`config.mk`:
```
export PLATFORM = sky130hd
export DESIGN_NAME = atc_regs
export DESIGN_NICKNAME = d
export VERILOG_FILES = /design/src/rtl/atc_pkg.sv /design/src/rtl/atc_regs.sv /design/src/rtl/atc_trim.sv /design/src/rtl/atc_limit_cmp.sv
export SDC_FILE = /design/constraint.sdc
export NUM_CORES = 1
export LEC_CHECK = 0
export ABC_AREA = 0
export ABC_CLOCK_PERIOD_IN_PS = 11400
export BUFFER_PORTS_ARGS = -buffer_cell sky130_fd_sc_hd__buf_2
export CAP_MARGIN = 20
export CORE_ASPECT_RATIO = 0.5
export CORE_UTILIZATION = 38
export DETAILED_ROUTE_END_ITERATION = 10
export PLACE_DENSITY_LB_ADDON = 0.3
export SETUP_SLACK_MARGIN = 0.1
export SYNTH_ARGS = -nofsm -noshare
export SYNTH_HDL_FRONTEND = slang
export SYNTH_SLANG_ARGS = --single-unit
```
`constraint.sdc`:
```
create_clock -name mclk -period 11.4 [get_ports mclk]
set_input_delay 0.57 -clock mclk [delete_from_list [all_inputs] [get_ports mclk]]
set_output_delay 0.57 -clock mclk [all_outputs]
set_load 0.03 [all_outputs]
```
`src/rtl/atc_pkg.sv`:
```
// Package: register map, field layout, reset values and carrier types
package atc_pkg;
	// Bus geometry: one byte location per aligned 32-bit word
	localparam int ADDR_W = 12;
	localparam int IDX_LSB = 2;
	localparam int IDX_W = 8;
	// Register indices (byte address is four times the index)
	localparam logic [7:0] IDX_LOW_LIMIT = 8'hae;
	localparam logic [7:0] IDX_HIGH_LIMIT = 8'hb0;
	localparam logic [7:0] IDX_BATCH_ID = 8'hbe;
	localparam logic [7:0] IDX_SERIAL_ID = 8'hc6;
	localparam logic [7:0] IDX_SCRATCH = 8'hc8;
	localparam logic [7:0] IDX_CELL_OFF = 8'hd2;
	localparam logic [7:0] IDX_CELL_GAIN = 8'hd3;
	localparam logic [7:0] IDX_AUX0_OFF = 8'hd4;
	localparam logic [7:0] IDX_AUX1_OFF = 8'hd6;
	localparam logic [7:0] IDX_IRQ_STATUS = 8'hf0;
	localparam logic [7:0] IDX_IRQ_MASK = 8'hf1;
	localparam logic [7:0] IDX_AUX7_LEVEL = 8'hf2;
	// Byte counts of the eight-byte batch identity and scratch registers
	localparam logic [7:0] BATCH_BYTES = 8'h08;
	localparam logic [7:0] SCRATCH_BYTES = 8'h08;
	// Field layout
	localparam int CODE_W = 16;
	localparam int CHAN_W = 4;
	localparam int LIMIT_LSB = 2;
	localparam int LIMIT_W = 14;
	localparam int CELL_TRIM_W = 8;
	localparam int AUX_OFF_W = 10;
	localparam int TRIM_SHIFT = 16;
	localparam int N_EVT = 2;
	localparam int EVT_OVER = 0;
	localparam int EVT_UNDER = 1;
	// Full code span of the converter in millivolts
	localparam int FULL_SCALE_MV = 5000;
	// Values after reset
	localparam logic [13:0] LOW_LIMIT_RST = 14'h0000;
	localparam logic [13:0] HIGH_LIMIT_RST = 14'h3fff;
	localparam logic [63:0] SCRATCH_RST = 64'h0;
	localparam logic [7:0] CELL_TRIM_RST = 8'h00;
	localparam logic [9:0] AUX_OFF_RST = 10'h000;
	localparam logic [1:0] EVT_RST = 2'h0;
	// One conversion result with its channel tag
	typedef struct packed {
		logic valid;
		logic [CHAN_W-1:0] chan;
		logic [CODE_W-1:0] code;
	} atc_sample_t;
	// Result of one limit check
	typedef struct packed {
		logic valid;
		logic over;
		logic under;
	} atc_limit_evt_t;
	// Whole state of the register bank
	typedef struct packed {
		logic [LIMIT_W-1:0] low_limit;
		logic [LIMIT_W-1:0] high_limit;
		logic [63:0] scratch;
		logic [CELL_TRIM_W-1:0] cell_off;
		logic [CELL_TRIM_W-1:0] cell_gain;
		logic [AUX_OFF_W-1:0] aux0_off;
		logic [AUX_OFF_W-1:0] aux1_off;
		logic [N_EVT-1:0] status;
		logic [N_EVT-1:0] mask;
		logic [N_EVT-1:0] level;
		logic irq;
		logic pready;
		logic pslverr;
		logic [31:0] prdata;
	} atc_state_t;
endpackage

```
`src/rtl/atc_regs.sv`:
```
// Threshold, identity, scratch and trim register bank with APB slave
`timescale 1ns/1ps
module atc_regs #(
	parameter logic [63:0] BATCH_ID = 64'h0123_4567_89ab_cdef, // Arbitrary
	parameter logic [15:0] SERIAL_ID = 16'h5a3c // Arbitrary
) (
	// Clock and reset
	input wire logic mclk,
	input wire logic rst,
	// APB slave
	input wire logic psel,
	input wire logic penable,
	input wire logic pwrite,
	input wire logic [11:0] paddr,
	input wire logic [31:0] pwdata,
	output logic [31:0] prdata,
	output logic pready,
	output logic pslverr,
	// Raw conversion results
	input wire atc_pkg::atc_sample_t cell_raw,
	input wire atc_pkg::atc_sample_t aux0_raw,
	input wire atc_pkg::atc_sample_t aux1_raw,
	input wire atc_pkg::atc_sample_t aux7_raw,
	// Corrected conversion results
	output atc_pkg::atc_sample_t cell_trimmed,
	output atc_pkg::atc_sample_t aux0_trimmed,
	output atc_pkg::atc_sample_t aux1_trimmed,
	// Channel 7 limit verdict, one pulse per sample
	output atc_pkg::atc_limit_evt_t aux7_verdict,
	// Interrupt request, level
	output logic irq
);
	atc_pkg::atc_state_t s_reg;
	atc_pkg::atc_state_t s_next;
	logic [7:0] idx;
	logic [7:0] rd_byte;
	logic rd_hit;
	logic setup;
	logic wr_en;
	logic [7:0] wb;
	logic [7:0] off;

	// Byte k of a 64-bit value, k = 0 being the most significant
	function automatic logic [7:0] byte_of(input logic [63:0] v,
		input logic [2:0] k);
		byte_of = v[8 * (7 - int'(k)) +: 8];
	endfunction

	// True when an index falls inside a run of byte locations
	function automatic logic in_run(input logic [7:0] i,
		input logic [7:0] base, input logic [7:0] len);
		in_run = (i >= base) && (i < 8'(base + len));
	endfunction

	// Cell channel gain and offset correction
	atc_trim #(
		.GAIN_W(atc_pkg::CELL_TRIM_W),
		.OFF_W(atc_pkg::CELL_TRIM_W)
	) u_cell_trim (
		.mclk(mclk),
		.rst(rst),
		.gain(s_reg.cell_gain),
		.offset(s_reg.cell_off),
		.raw(cell_raw),
		.trimmed(cell_trimmed)
	);

	// Auxiliary channel 0 offset correction, unity gain
	atc_trim #(
		.GAIN_W(atc_pkg::CELL_TRIM_W),
		.OFF_W(atc_pkg::AUX_OFF_W)
	) u_aux0_trim (
		.mclk(mclk),
		.rst(rst),
		.gain(8'h00),
		.offset(s_reg.aux0_off),
		.raw(aux0_raw),
		.trimmed(aux0_trimmed)
	);

	// Auxiliary channel 1 offset correction, unity gain
	atc_trim #(
		.GAIN_W(atc_pkg::CELL_TRIM_W),
		.OFF_W(atc_pkg::AUX_OFF_W)
	) u_aux1_trim (
		.mclk(mclk),
		.rst(rst),
		.gain(8'h00),
		.offset(s_reg.aux1_off),
		.raw(aux1_raw),
		.trimmed(aux1_trimmed)
	);

	// Channel 7 window check against the stored limits
	atc_limit_cmp u_aux7_cmp (
		.mclk(mclk),
		.rst(rst),
		.low_limit(s_reg.low_limit),
		.high_limit(s_reg.high_limit),
		.sample(aux7_raw),
		.verdict(aux7_verdict)
	);

	// Bus phase decode
	assign idx = paddr[9:2];
	assign setup = psel && !penable;
	assign wb = pwdata[7:0];

	// Read decode: one byte location per word, upper lanes zero
	always_comb begin
		rd_byte = 8'h00;
		rd_hit = 1'b1;
		off = 8'h00;
		if (paddr[11:10] != 2'h0) begin
			rd_hit = 1'b0;
		end else if (idx == atc_pkg::IDX_LOW_LIMIT) begin
			rd_byte = s_reg.low_limit[13:6];
		end else if (idx == 8'(atc_pkg::IDX_LOW_LIMIT + 8'h01)) begin
			rd_byte = {s_reg.low_limit[5:0], 2'b00};
		end else if (idx == atc_pkg::IDX_HIGH_LIMIT) begin
			rd_byte = s_reg.high_limit[13:6];
		end else if (idx == 8'(atc_pkg::IDX_HIGH_LIMIT + 8'h01)) begin
			rd_byte = {s_reg.high_limit[5:0], 2'b00};
		end else if (in_run(idx, atc_pkg::IDX_BATCH_ID,
			atc_pkg::BATCH_BYTES)) begin
			off = 8'(idx - atc_pkg::IDX_BATCH_ID);
			rd_byte = byte_of(BATCH_ID, off[2:0]);
		end else if (idx == atc_pkg::IDX_SERIAL_ID) begin
			rd_byte = SERIAL_ID[15:8];
		end else if (idx == 8'(atc_pkg::IDX_SERIAL_ID + 8'h01)) begin
			rd_byte = SERIAL_ID[7:0];
		end else if (in_run(idx, atc_pkg::IDX_SCRATCH,
			atc_pkg::SCRATCH_BYTES)) begin
			off = 8'(idx - atc_pkg::IDX_SCRATCH);
			rd_byte = byte_of(s_reg.scratch, off[2:0]);
		end else if (idx == atc_pkg::IDX_CELL_OFF) begin
			rd_byte = s_reg.cell_off;
		end else if (idx == atc_pkg::IDX_CELL_GAIN) begin
			rd_byte = s_reg.cell_gain;
		end else if (idx == atc_pkg::IDX_AUX0_OFF) begin
			rd_byte = {6'h00, s_reg.aux0_off[9:8]};
		end else if (idx == 8'(atc_pkg::IDX_AUX0_OFF + 8'h01)) begin
			rd_byte = s_reg.aux0_off[7:0];
		end else if (idx == atc_pkg::IDX_AUX1_OFF) begin
			rd_byte = {6'h00, s_reg.aux1_off[9:8]};
		end else if (idx == 8'(atc_pkg::IDX_AUX1_OFF + 8'h01)) begin
			rd_byte = s_reg.aux1_off[7:0];
		end else if (idx == atc_pkg::IDX_IRQ_STATUS) begin
			rd_byte = {6'h00, s_reg.status};
		end else if (idx == atc_pkg::IDX_IRQ_MASK) begin
			rd_byte = {6'h00, s_reg.mask};
		end else if (idx == atc_pkg::IDX_AUX7_LEVEL) begin
			rd_byte = {6'h00, s_reg.level};
		end else begin
			rd_hit = 1'b0;
		end
	end

	// Write strobe: the edge that completes the access phase
	assign wr_en = psel && penable && s_reg.pready && pwrite && rd_hit;

	// Next state: bus answer, register writes, event capture
	always_comb begin
		s_next = s_reg;
		// Zero-wait answer prepared during the setup cycle
		s_next.pready = setup;
		s_next.pslverr = setup && !rd_hit;
		if (setup) begin
			s_next.prdata = {24'h000000, rd_byte};
		end
		// Writes land on one byte; reserved bits are dropped
		if (wr_en) begin
			if (idx == atc_pkg::IDX_LOW_LIMIT) begin
				s_next.low_limit[13:6] = wb;
			end else if (idx == 8'(atc_pkg::IDX_LOW_LIMIT + 8'h01)) begin
				s_next.low_limit[5:0] = wb[7:2];
			end else if (idx == atc_pkg::IDX_HIGH_LIMIT) begin
				s_next.high_limit[13:6] = wb;
			end else if (idx == 8'(atc_pkg::IDX_HIGH_LIMIT + 8'h01)) begin
				s_next.high_limit[5:0] = wb[7:2];
			end else if (in_run(idx, atc_pkg::IDX_SCRATCH,
				atc_pkg::SCRATCH_BYTES)) begin
				for (int k = 0; k < 8; k++) begin
					if (idx == 8'(atc_pkg::IDX_SCRATCH + 8'(k))) begin
						s_next.scratch[8 * (7 - k) +: 8] = wb;
					end
				end
			end else if (idx == atc_pkg::IDX_CELL_OFF) begin
				s_next.cell_off = wb;
			end else if (idx == atc_pkg::IDX_CELL_GAIN) begin
				s_next.cell_gain = wb;
			end else if (idx == atc_pkg::IDX_AUX0_OFF) begin
				s_next.aux0_off[9:8] = wb[1:0];
			end else if (idx == 8'(atc_pkg::IDX_AUX0_OFF + 8'h01)) begin
				s_next.aux0_off[7:0] = wb;
			end else if (idx == atc_pkg::IDX_AUX1_OFF) begin
				s_next.aux1_off[9:8] = wb[1:0];
			end else if (idx == 8'(atc_pkg::IDX_AUX1_OFF + 8'h01)) begin
				s_next.aux1_off[7:0] = wb;
			end else if (idx == atc_pkg::IDX_IRQ_STATUS) begin
				s_next.status = s_reg.status & ~wb[1:0]; // Write one to clear
			end else if (idx == atc_pkg::IDX_IRQ_MASK) begin
				s_next.mask = wb[1:0];
			end
		end
		// Verdict of the latest channel 7 sample, and sticky events
		if (aux7_verdict.valid) begin
			s_next.level[atc_pkg::EVT_OVER] = aux7_verdict.over;
			s_next.level[atc_pkg::EVT_UNDER] = aux7_verdict.under;
		end
		// Setting after the clear lets a same-cycle event win
		if (aux7_verdict.over) begin
			s_next.status[atc_pkg::EVT_OVER] = 1'b1;
		end
		if (aux7_verdict.under) begin
			s_next.status[atc_pkg::EVT_UNDER] = 1'b1;
		end
		s_next.irq = |(s_next.status & s_next.mask);
	end

	// State register
	always_ff @(posedge mclk or posedge rst) begin
		if (rst) begin
			s_reg.low_limit <= atc_pkg::LOW_LIMIT_RST;
			s_reg.high_limit <= atc_pkg::HIGH_LIMIT_RST;
			s_reg.scratch <= atc_pkg::SCRATCH_RST;
			s_reg.cell_off <= atc_pkg::CELL_TRIM_RST;
			s_reg.cell_gain <= atc_pkg::CELL_TRIM_RST;
			s_reg.aux0_off <= atc_pkg::AUX_OFF_RST;
			s_reg.aux1_off <= atc_pkg::AUX_OFF_RST;
			s_reg.status <= atc_pkg::EVT_RST;
			s_reg.mask <= atc_pkg::EVT_RST;
			s_reg.level <= atc_pkg::EVT_RST;
			s_reg.irq <= 1'b0;
			s_reg.pready <= 1'b0;
			s_reg.pslverr <= 1'b0;
			s_reg.prdata <= 32'h00000000;
		end else begin
			s_reg <= s_next;
		end
	end

	// Outputs straight from the state register
	assign prdata = s_reg.prdata;
	assign pready = s_reg.pready;
	assign pslverr = s_reg.pslverr;
	assign irq = s_reg.irq;
endmodule

```
`src/rtl/atc_trim.sv`:
```
// Gain and offset correction of one stream of conversion results
`timescale 1ns/1ps
module atc_trim #(
	parameter int GAIN_W = 8,
	parameter int OFF_W = 8
) (
	// Clock and reset
	input wire logic mclk,
	input wire logic rst,
	// Trim values, two's complement
	input wire logic [GAIN_W-1:0] gain,
	input wire logic [OFF_W-1:0] offset,
	// Raw and corrected results
	input wire atc_pkg::atc_sample_t raw,
	output atc_pkg::atc_sample_t trimmed
);
	atc_pkg::atc_sample_t out_reg;
	atc_pkg::atc_sample_t out_next;
	logic signed [24:0] prod;
	logic signed [18:0] sum;

	// Result plus result times gain over 2^16, plus offset, clamped to the code span
	always_comb begin
		out_next = out_reg;
		prod = $signed({1'b0, raw.code}) * $signed(gain);
		sum = 19'(prod >>> atc_pkg::TRIM_SHIFT)
			+ 19'($signed({1'b0, raw.code}))
			+ 19'($signed(offset));
		out_next.valid = raw.valid;
		if (raw.valid) begin
			out_next.chan = raw.chan;
			if (sum < 0) begin
				out_next.code = '0;
			end else if (sum > 19'sh0ffff) begin
				out_next.code = '1;
			end else begin
				out_next.code = sum[15:0];
			end
		end
	end

	// State register
	always_ff @(posedge mclk or posedge rst) begin
		if (rst) begin
			out_reg <= '0;
		end else begin
			out_reg <= out_next;
		end
	end

	assign trimmed = out_reg;
endmodule

```
`src/rtl/atc_limit_cmp.sv`:
```
// Window check of auxiliary channel 7 samples
`timescale 1ns/1ps
module atc_limit_cmp (
	// Clock and reset
	input wire logic mclk,
	input wire logic rst,
	// Limit fields
	input wire logic [13:0] low_limit,
	input wire logic [13:0] high_limit,
	// Sample and verdict
	input wire atc_pkg::atc_sample_t sample,
	output atc_pkg::atc_limit_evt_t verdict
);
	atc_pkg::atc_limit_evt_t evt_reg;
	atc_pkg::atc_limit_evt_t evt_next;

	// Limits sit above two zero bits, so compare on the full code
	always_comb begin
		evt_next.valid = sample.valid;
		evt_next.over = sample.valid
			&& (sample.code > {high_limit, 2'b00});
		evt_next.under = sample.valid
			&& (sample.code < {low_limit, 2'b00});
	end

	// State register
	always_ff @(posedge mclk or posedge rst) begin
		if (rst) begin
			evt_reg <= '0;
		end else begin
			evt_reg <= evt_next;
		end
	end

	assign verdict = evt_reg;
endmodule

```
==> results.toml, run 1 <==
[cts]
clockBufferDepth = 3
insertion_delay_ps = 510
post_cts_buffers = 0
path_clk_slew_ps = 60
cts_buffers = 23
cts_tree = "yes"
cts_htree_levels = 1
cts-resized-gates = 0
cts.sinks = 211
cts_hold_buf = 0
root_buffer = "clkbuf_16"

[sta]
slew_headroom = 0.335
fin_crit_sh = 0.804
rsz0062_at_grt = "no"
worst_pin_slew_ps = 997
fmaxAchievable_ghz = 0.109
fin_setup_tns_ps = 0
final_max_slew_viol_count = 0
hold_viol = 0
clock_skew_ps = 13.0
setup_viol = 0
finalCriticalPeriod_ps = 9170

[min_path]
hp-class = "input port to asynchronous set/reset pin"

[synth]
ys_top_cells_by_area = "dfrtp_1 29%, fa_1 12%, ha_1 10%, mux2_2 9.0%, inv_1 4.2%"
synth_flop_cell = "dfrtp_1"
yosysTopAreaCell = "dfrtp_1"
syn_area_per_cell_sq_um = 10.6
ys_seq_elements = 211
synth_cells = 1595
synth_seq_area_share = 0.315
async_flop_share = 1.00
synth_top_area_share = 0.293
yosys_warnings = 0
synth.distinct_cells = 84
synth-edff-count = 0
syn-cell-area_sq_mm = 0.0168

[finish]
drive_gt1_frac = 0.236
nNetsFinal = 2125
num-fill-cells = 4206
layout_commonest_cell = "dfrtp_1"
final_cell_mix = "197 x dfrtp_1, 187 x inv_1, 179 x buf_2"
largest_reg_flops = 134
syn_to_final_growth_pct = 12.9

[floorplan]
die_x_um = 300
initial_core_util = 0.386
die_h_um = 151
rows = 54
core-area_sq_mm = 0.0436
pin_count = 234
die_area_sq_mm = 0.0452

[critical_path]
cpMaxStageDelayCell = "xor2_1"
critPathCaptureType = "flip-flop"
critPathMaxStageDelay_ps = 730
required_ps = 11780
worstSetupPathType = "flip-flop to flip-flop"
path_common_cell = "fa_1"
critPathArrivalTime_ps = 9550
start_kind = "flip-flop"
crit_path_max_fanout = 16
crit_buf_inv = 3
cpLargestDelayFamily = "adder cells"

[place]
dp_hpwl_um = 32000
place_congestion = 0.882
port_buffers = 179

[drt]
finalWirelength_um = 42300
dr.pass1.iters = 5
drt_iter0_drc = 688
drc = 0
via_per_inst = 5.26
wl_per_cell_um = 17.9
final_antenna_net_count = 0
num_vias = 12400

[grt]
first_global_vias = 12200
grt-ovfl-total = 0
grt_max_degree = 137
antenna_found_initial = 2
grt_usage = 0.187
grt_pass1_wl_um = 67400

[power_and_ir_drop]
switchingPower_w = 0.000486
p_seq_frac = 0.432
comb_power_share = 0.133
sw_frac_of_total = 0.268
leakage_nw = 9.54
p_int_w = 0.00133
p_total_w = 0.00182
power_density_mw_per_mm2 = 95.5
ir_worst_vdd_mv = 0.0859
clkPwrFrac = 0.435

[status]
status = "complete, no violations"

[flow_run]
maxCapViolations = 0
[layout make-up]
| cell class | instances | area [sq um] | share of cell area |
|---|---|---|---|
| clock inverters | 11 | 164 | 0.00862 |
| inverters | 192 | 728 | 0.0383 |
| multi-input cells | 1136 | 10500 | 0.552 |
| repair buffers | 187 | 956 | 0.0503 |
| well taps | 588 | 736 | 0.0387 |
| flip-flops and latches | 211 | 5300 | 0.279 |
| clock buffers | 31 | 636 | 0.0334 |
| diodes | 2 | 5.00 | 0.000263 |
[routing by layer]
metal  vias to the layer above  global-route usage  part of all wire  wire length (um)
met5                         -                   0                 0                 0
met4                         0              0.0378             0.017               736
li1                       5873                   -                 -                 -
met3                        46              0.0166             0.045              1910
met1                      6202               0.273              0.47             19800
met2                       289               0.305              0.47             19800
[metrics by stage]
stage / worst slack, ps / util / hold WS (ps) / instance area, sq um / cells
after floorplan: 3020 / - / 451 / 16900 / 1618
after global placement: 1830 / 0.417 / 464 / 18200 / 2312
after detailed placement: 1720 / 0.417 / 464 / 18200 / 2312
after CTS: 1690 / 0.435 / 219 / 19000 / 2354
after global routing: 1450 / 0.436 / 221 / 19000 / 2358
final: 2230 / 0.436 / 225 / 19000 / 2358
[path summary, 6_finish.rpt]
kind / start / endpoint / slack, ps / depth (start not counted)
max: s_reg[68]$_DFFE_PP0P_ / u_cell_trim.trimmed[11]$_DFFE_PP0P_ / 2230 / 26
min: rst / u_aux1_trim.trimmed[14]$_DFFE_PP0P_ / 230 / 2
max reg2reg: s_reg[68]$_DFFE_PP0P_ / u_cell_trim.trimmed[11]$_DFFE_PP0P_ / 2230 / 26
min reg2reg: prdata[0]$_DFFE_PP0P_ / prdata[0]$_DFFE_PP0P_ / 470 / 1
max in group asynchronous: rst / u_aux0_trim.trimmed[20]$_DFF_PP0_ / 9520 / 3
min in group mclk: aux7_raw[20] / u_aux7_cmp.verdict[2]$_DFF_PP0_ / 230 / 1
[power groups by stage]
stage	sequential (W)	combinational [W]	clock, W
CTS	0.000784	0.000244	0.000807
finish	0.000784	0.000242	0.000790
global route	0.000787	0.000264	0.000839
floorplan	0.000839	0.000119	0
global placement	0.000797	0.000242	0
detailed placement	0.000797	0.000243	0
[cell families after synthesis]
logic type / after synthesis / synth area share
other: 1 / 0.000223
muxes: 172 / 0.126
DFF: 211 / 0.315
buffers and inverters: 271 / 0.0680
adders and majority gates: 241 / 0.225
xor gates and xnor gates: 49 / 0.0255
and+or+nand+nor: 345 / 0.114
AOI/OAI and AO/OA: 305 / 0.128
[synth_stat cells, types with 6 or more instances]
library cell  number
a22oi_1            6
inv_1            188
mux2i_1            9
fa_1             103
nand4_1            9
clkbuf_1          36
nand2b_1          13
nand2_1           79
nor2b_1            9
dfstp_2           14
mux4_2            17
nor2_1            58
buf_2              6
o21ai_0           41
and3_1            10
a211oi_1          10
ha_1             138
mux2_2           135
o21bai_1           6
a21oi_1           77
or2_2              7
a221o_1           36
nand3_1           17
o22ai_1           24
o21a_1            17
mux2_1            11
o221ai_1           6
a21o_1            22
xnor2_1           33
dfrtp_1          197
a31oi_1            7
nor3_1            15
buf_4             32
xor2_1            16
and2_1            93
No activity file was read; power rests on OpenSTA's default activity.
==> inputs of run 2 (changes only) <==
- ABC_CLOCK_PERIOD_IN_PS: 11400 -> 7920
- clock period: 11.4 -> 7.92 ns (I/O delays scaled with it)
==> run 2 against run 1 <==
Compared with the run above:
- combinational power grew 47%
- global-route usage grew 0.38 points
- first-iteration DRC count grew 8.6%
- worst hold slack lost 170 ps
- register-to-register slack lost 1800 ps
- sequential cell count is the same
- core utilization grew 0.87 points
- design area grew 2.0%
- die area is the same
- non-clock buffer count grew 31
- critical path depth grew 2
- power grew 43%
- largest power group is now sequential cells
==> results.toml, run 2 (synthesized netlist as in run 1, its figures left out) <==
[grt]
met1_usage = 0.275
antenna_found_initial = 1
grt_usage = 0.191
grt_pass1_wl_um = 68700
grt_use_met3 = 0.0235
grt-ovfl-total = 0
grtUsageMet2 = 0.312
grt_max_degree = 136
first_global_vias = 12500
top_usage_layer = "met2"

[critical_path]
cpMaxStageDelayCell = "fa_1"
critPathArrivalTime_ps = 7840
start_kind = "flip-flop"
critPathCaptureType = "flip-flop"
critPathMaxStageDelay_ps = 590
path_common_cell = "fa_1"
crit_path_max_fanout = 11
required_ps = 8310
worstSetupPathType = "flip-flop to flip-flop"

[min_path]
hp-class = "input port to flip-flop"

[drt]
drc = 0
final_antenna_net_count = 0
num_vias = 12500
wl_per_cell_um = 18.3
dr.pass1.iters = 5
finalWirelength_um = 43600
drt_iter0_drc = 747
via_per_inst = 5.25

[floorplan]
die_h_um = 151
die_x_um = 300
pin_count = 234
core-area_sq_mm = 0.0436
rows = 54
initial_core_util = 0.386
die_area_sq_mm = 0.0452

[power_and_ir_drop]
p_seq_frac = 0.435
leakage_nw = 9.69
ir_worst_vdd_mv = 0.129
p_total_w = 0.00260
sw_frac_of_total = 0.273
p_int_w = 0.00189
comb_power_share = 0.137
switchingPower_w = 0.000710
power_density_mw_per_mm2 = 134
clkPwrFrac = 0.429

[place]
dp_hpwl_um = 33000
port_buffers = 179
post_dp_cell_area_sq_mm = 0.0184
place_congestion = 0.892

[cts]
cts_htree_levels = 1
insertion_delay_ps = 520
clockBufferDepth = 3
cts_tree = "yes"
root_buffer = "clkbuf_16"
cts.sinks = 211
path_clk_slew_ps = 70
cts_buffers = 23

[status]
status = "complete, no violations"

[finish]
final_cell_mix = "194 x dfrtp_1, 186 x inv_1, 179 x buf_2"
nNetsFinal = 2156
layout_commonest_cell = "dfrtp_1"
largest_reg_flops = 134
utilization = 0.444
drive_gt1_frac = 0.262
fin_area_sq_mm = 0.0194
syn_to_final_growth_pct = 15.2

[sta]
fin_crit_sh = 0.941
finalCriticalPeriod_ps = 7450
clock_skew_ps = 22.0
worst_pin_slew_ps = 960
hold_viol = 0
final_max_slew_viol_count = 0
rsz0062_at_grt = "no"
holdWs_ps = 51.3
fin_setup_tns_ps = 0
slew_headroom = 0.360
setup_viol = 0
fmaxAchievable_ghz = 0.134

[flow_run]
maxCapViolations = 0
run 2: cell types whose count changed in the layout (fill, tap and decap cells not counted), moves of 3 or more:
| cell | delta |
|---|---|
| dfrtp_1 | -3 |
| dfrtp_2 | +3 |
| buf_6 | +3 |
| a211oi_1 | -3 |
| a211oi_2 | +3 |
| o21ai_0 | -3 |
| a21oi_1 | -5 |
| buf_4 | +27 |
| a21oi_2 | +4 |
| o21ai_1 | +3 |
run 2: per-stage QoR:
stage	setup slack (ps)	cells
global placement	105	2342
finish	466	2388
global route	99.0	2388
detailed placement	67.6	2342
floorplan	141	1618
CTS	138	2385
run 2: area by class of cell:
cell class                      count  area, sq um
Clock inverter                     10          140
Tap cell                          588          736
Timing Repair Buffer              218         1210
Multi-Input combinational cell   1136        10600
Fill cell                        4196        24200
Clock buffer                       32          639
Antenna cell                        1         2.50
Sequential cell                   211         5300
Inverter                          192          728
run 2: worst max-delay path, delay by kind of cell, from the launching register on:
kind / cells / cell delay [ps]
flip-flops: 1 / 570
AND/OR/NAND/NOR: 5 / 1050
adder cells (fa/ha/maj): 7 / 3270
AO/OA/AOI/OAI: 8 / 1360
buffers and inverters: 7 / 910
XOR/XNOR: 1 / 150
run 2: power by group through the flow:
stage               registers [W]  logic (W)  clock network, W
global placement          0.00115   0.000352                 0
finish                    0.00113   0.000355           0.00111
global route              0.00113   0.000388           0.00118
CTS                       0.00113   0.000356           0.00114
floorplan                 0.00121   0.000172                 0
detailed placement        0.00115   0.000354                 0
run 2: final timing paths:
check / slack [ps] / cells after the start / to / startpoint
setup / recovery: 470 / 28 / u_cell_trim.trimmed[14]$_DFFE_PP0P_ / s_reg[63]$_DFFE_PP0P_
hold / removal: 50 / 1 / u_aux7_cmp.verdict[2]$_DFF_PP0_ / aux7_raw[20]
setup reg to reg: 470 / 28 / u_cell_trim.trimmed[14]$_DFFE_PP0P_ / s_reg[63]$_DFFE_PP0P_
hold reg to reg: 490 / 2 / prdata[5]$_DFFE_PP0P_ / prdata[5]$_DFFE_PP0P_
max in group asynchronous: 6180 / 3 / s_reg[64]$_DFFE_PP0P_ / rst
min in group asynchronous: 90 / 2 / u_aux0_trim.trimmed[16]$_DFFE_PP0P_ / rst
run 2: repair_timing:
item,4_1_cts,5_1_grt
pin swaps,0,9
setup buffers,1,1
hold buffers,0,0
gates resized for setup,1,33
cloned,0,1
endpoints found under the setup margin,16,16
run 2: metal layers:
metal	routed length, um	share of wire
met1	20700	0.47
met2	20400	0.47
met3	1910	0.044
met4	651	0.015
met5	0	0
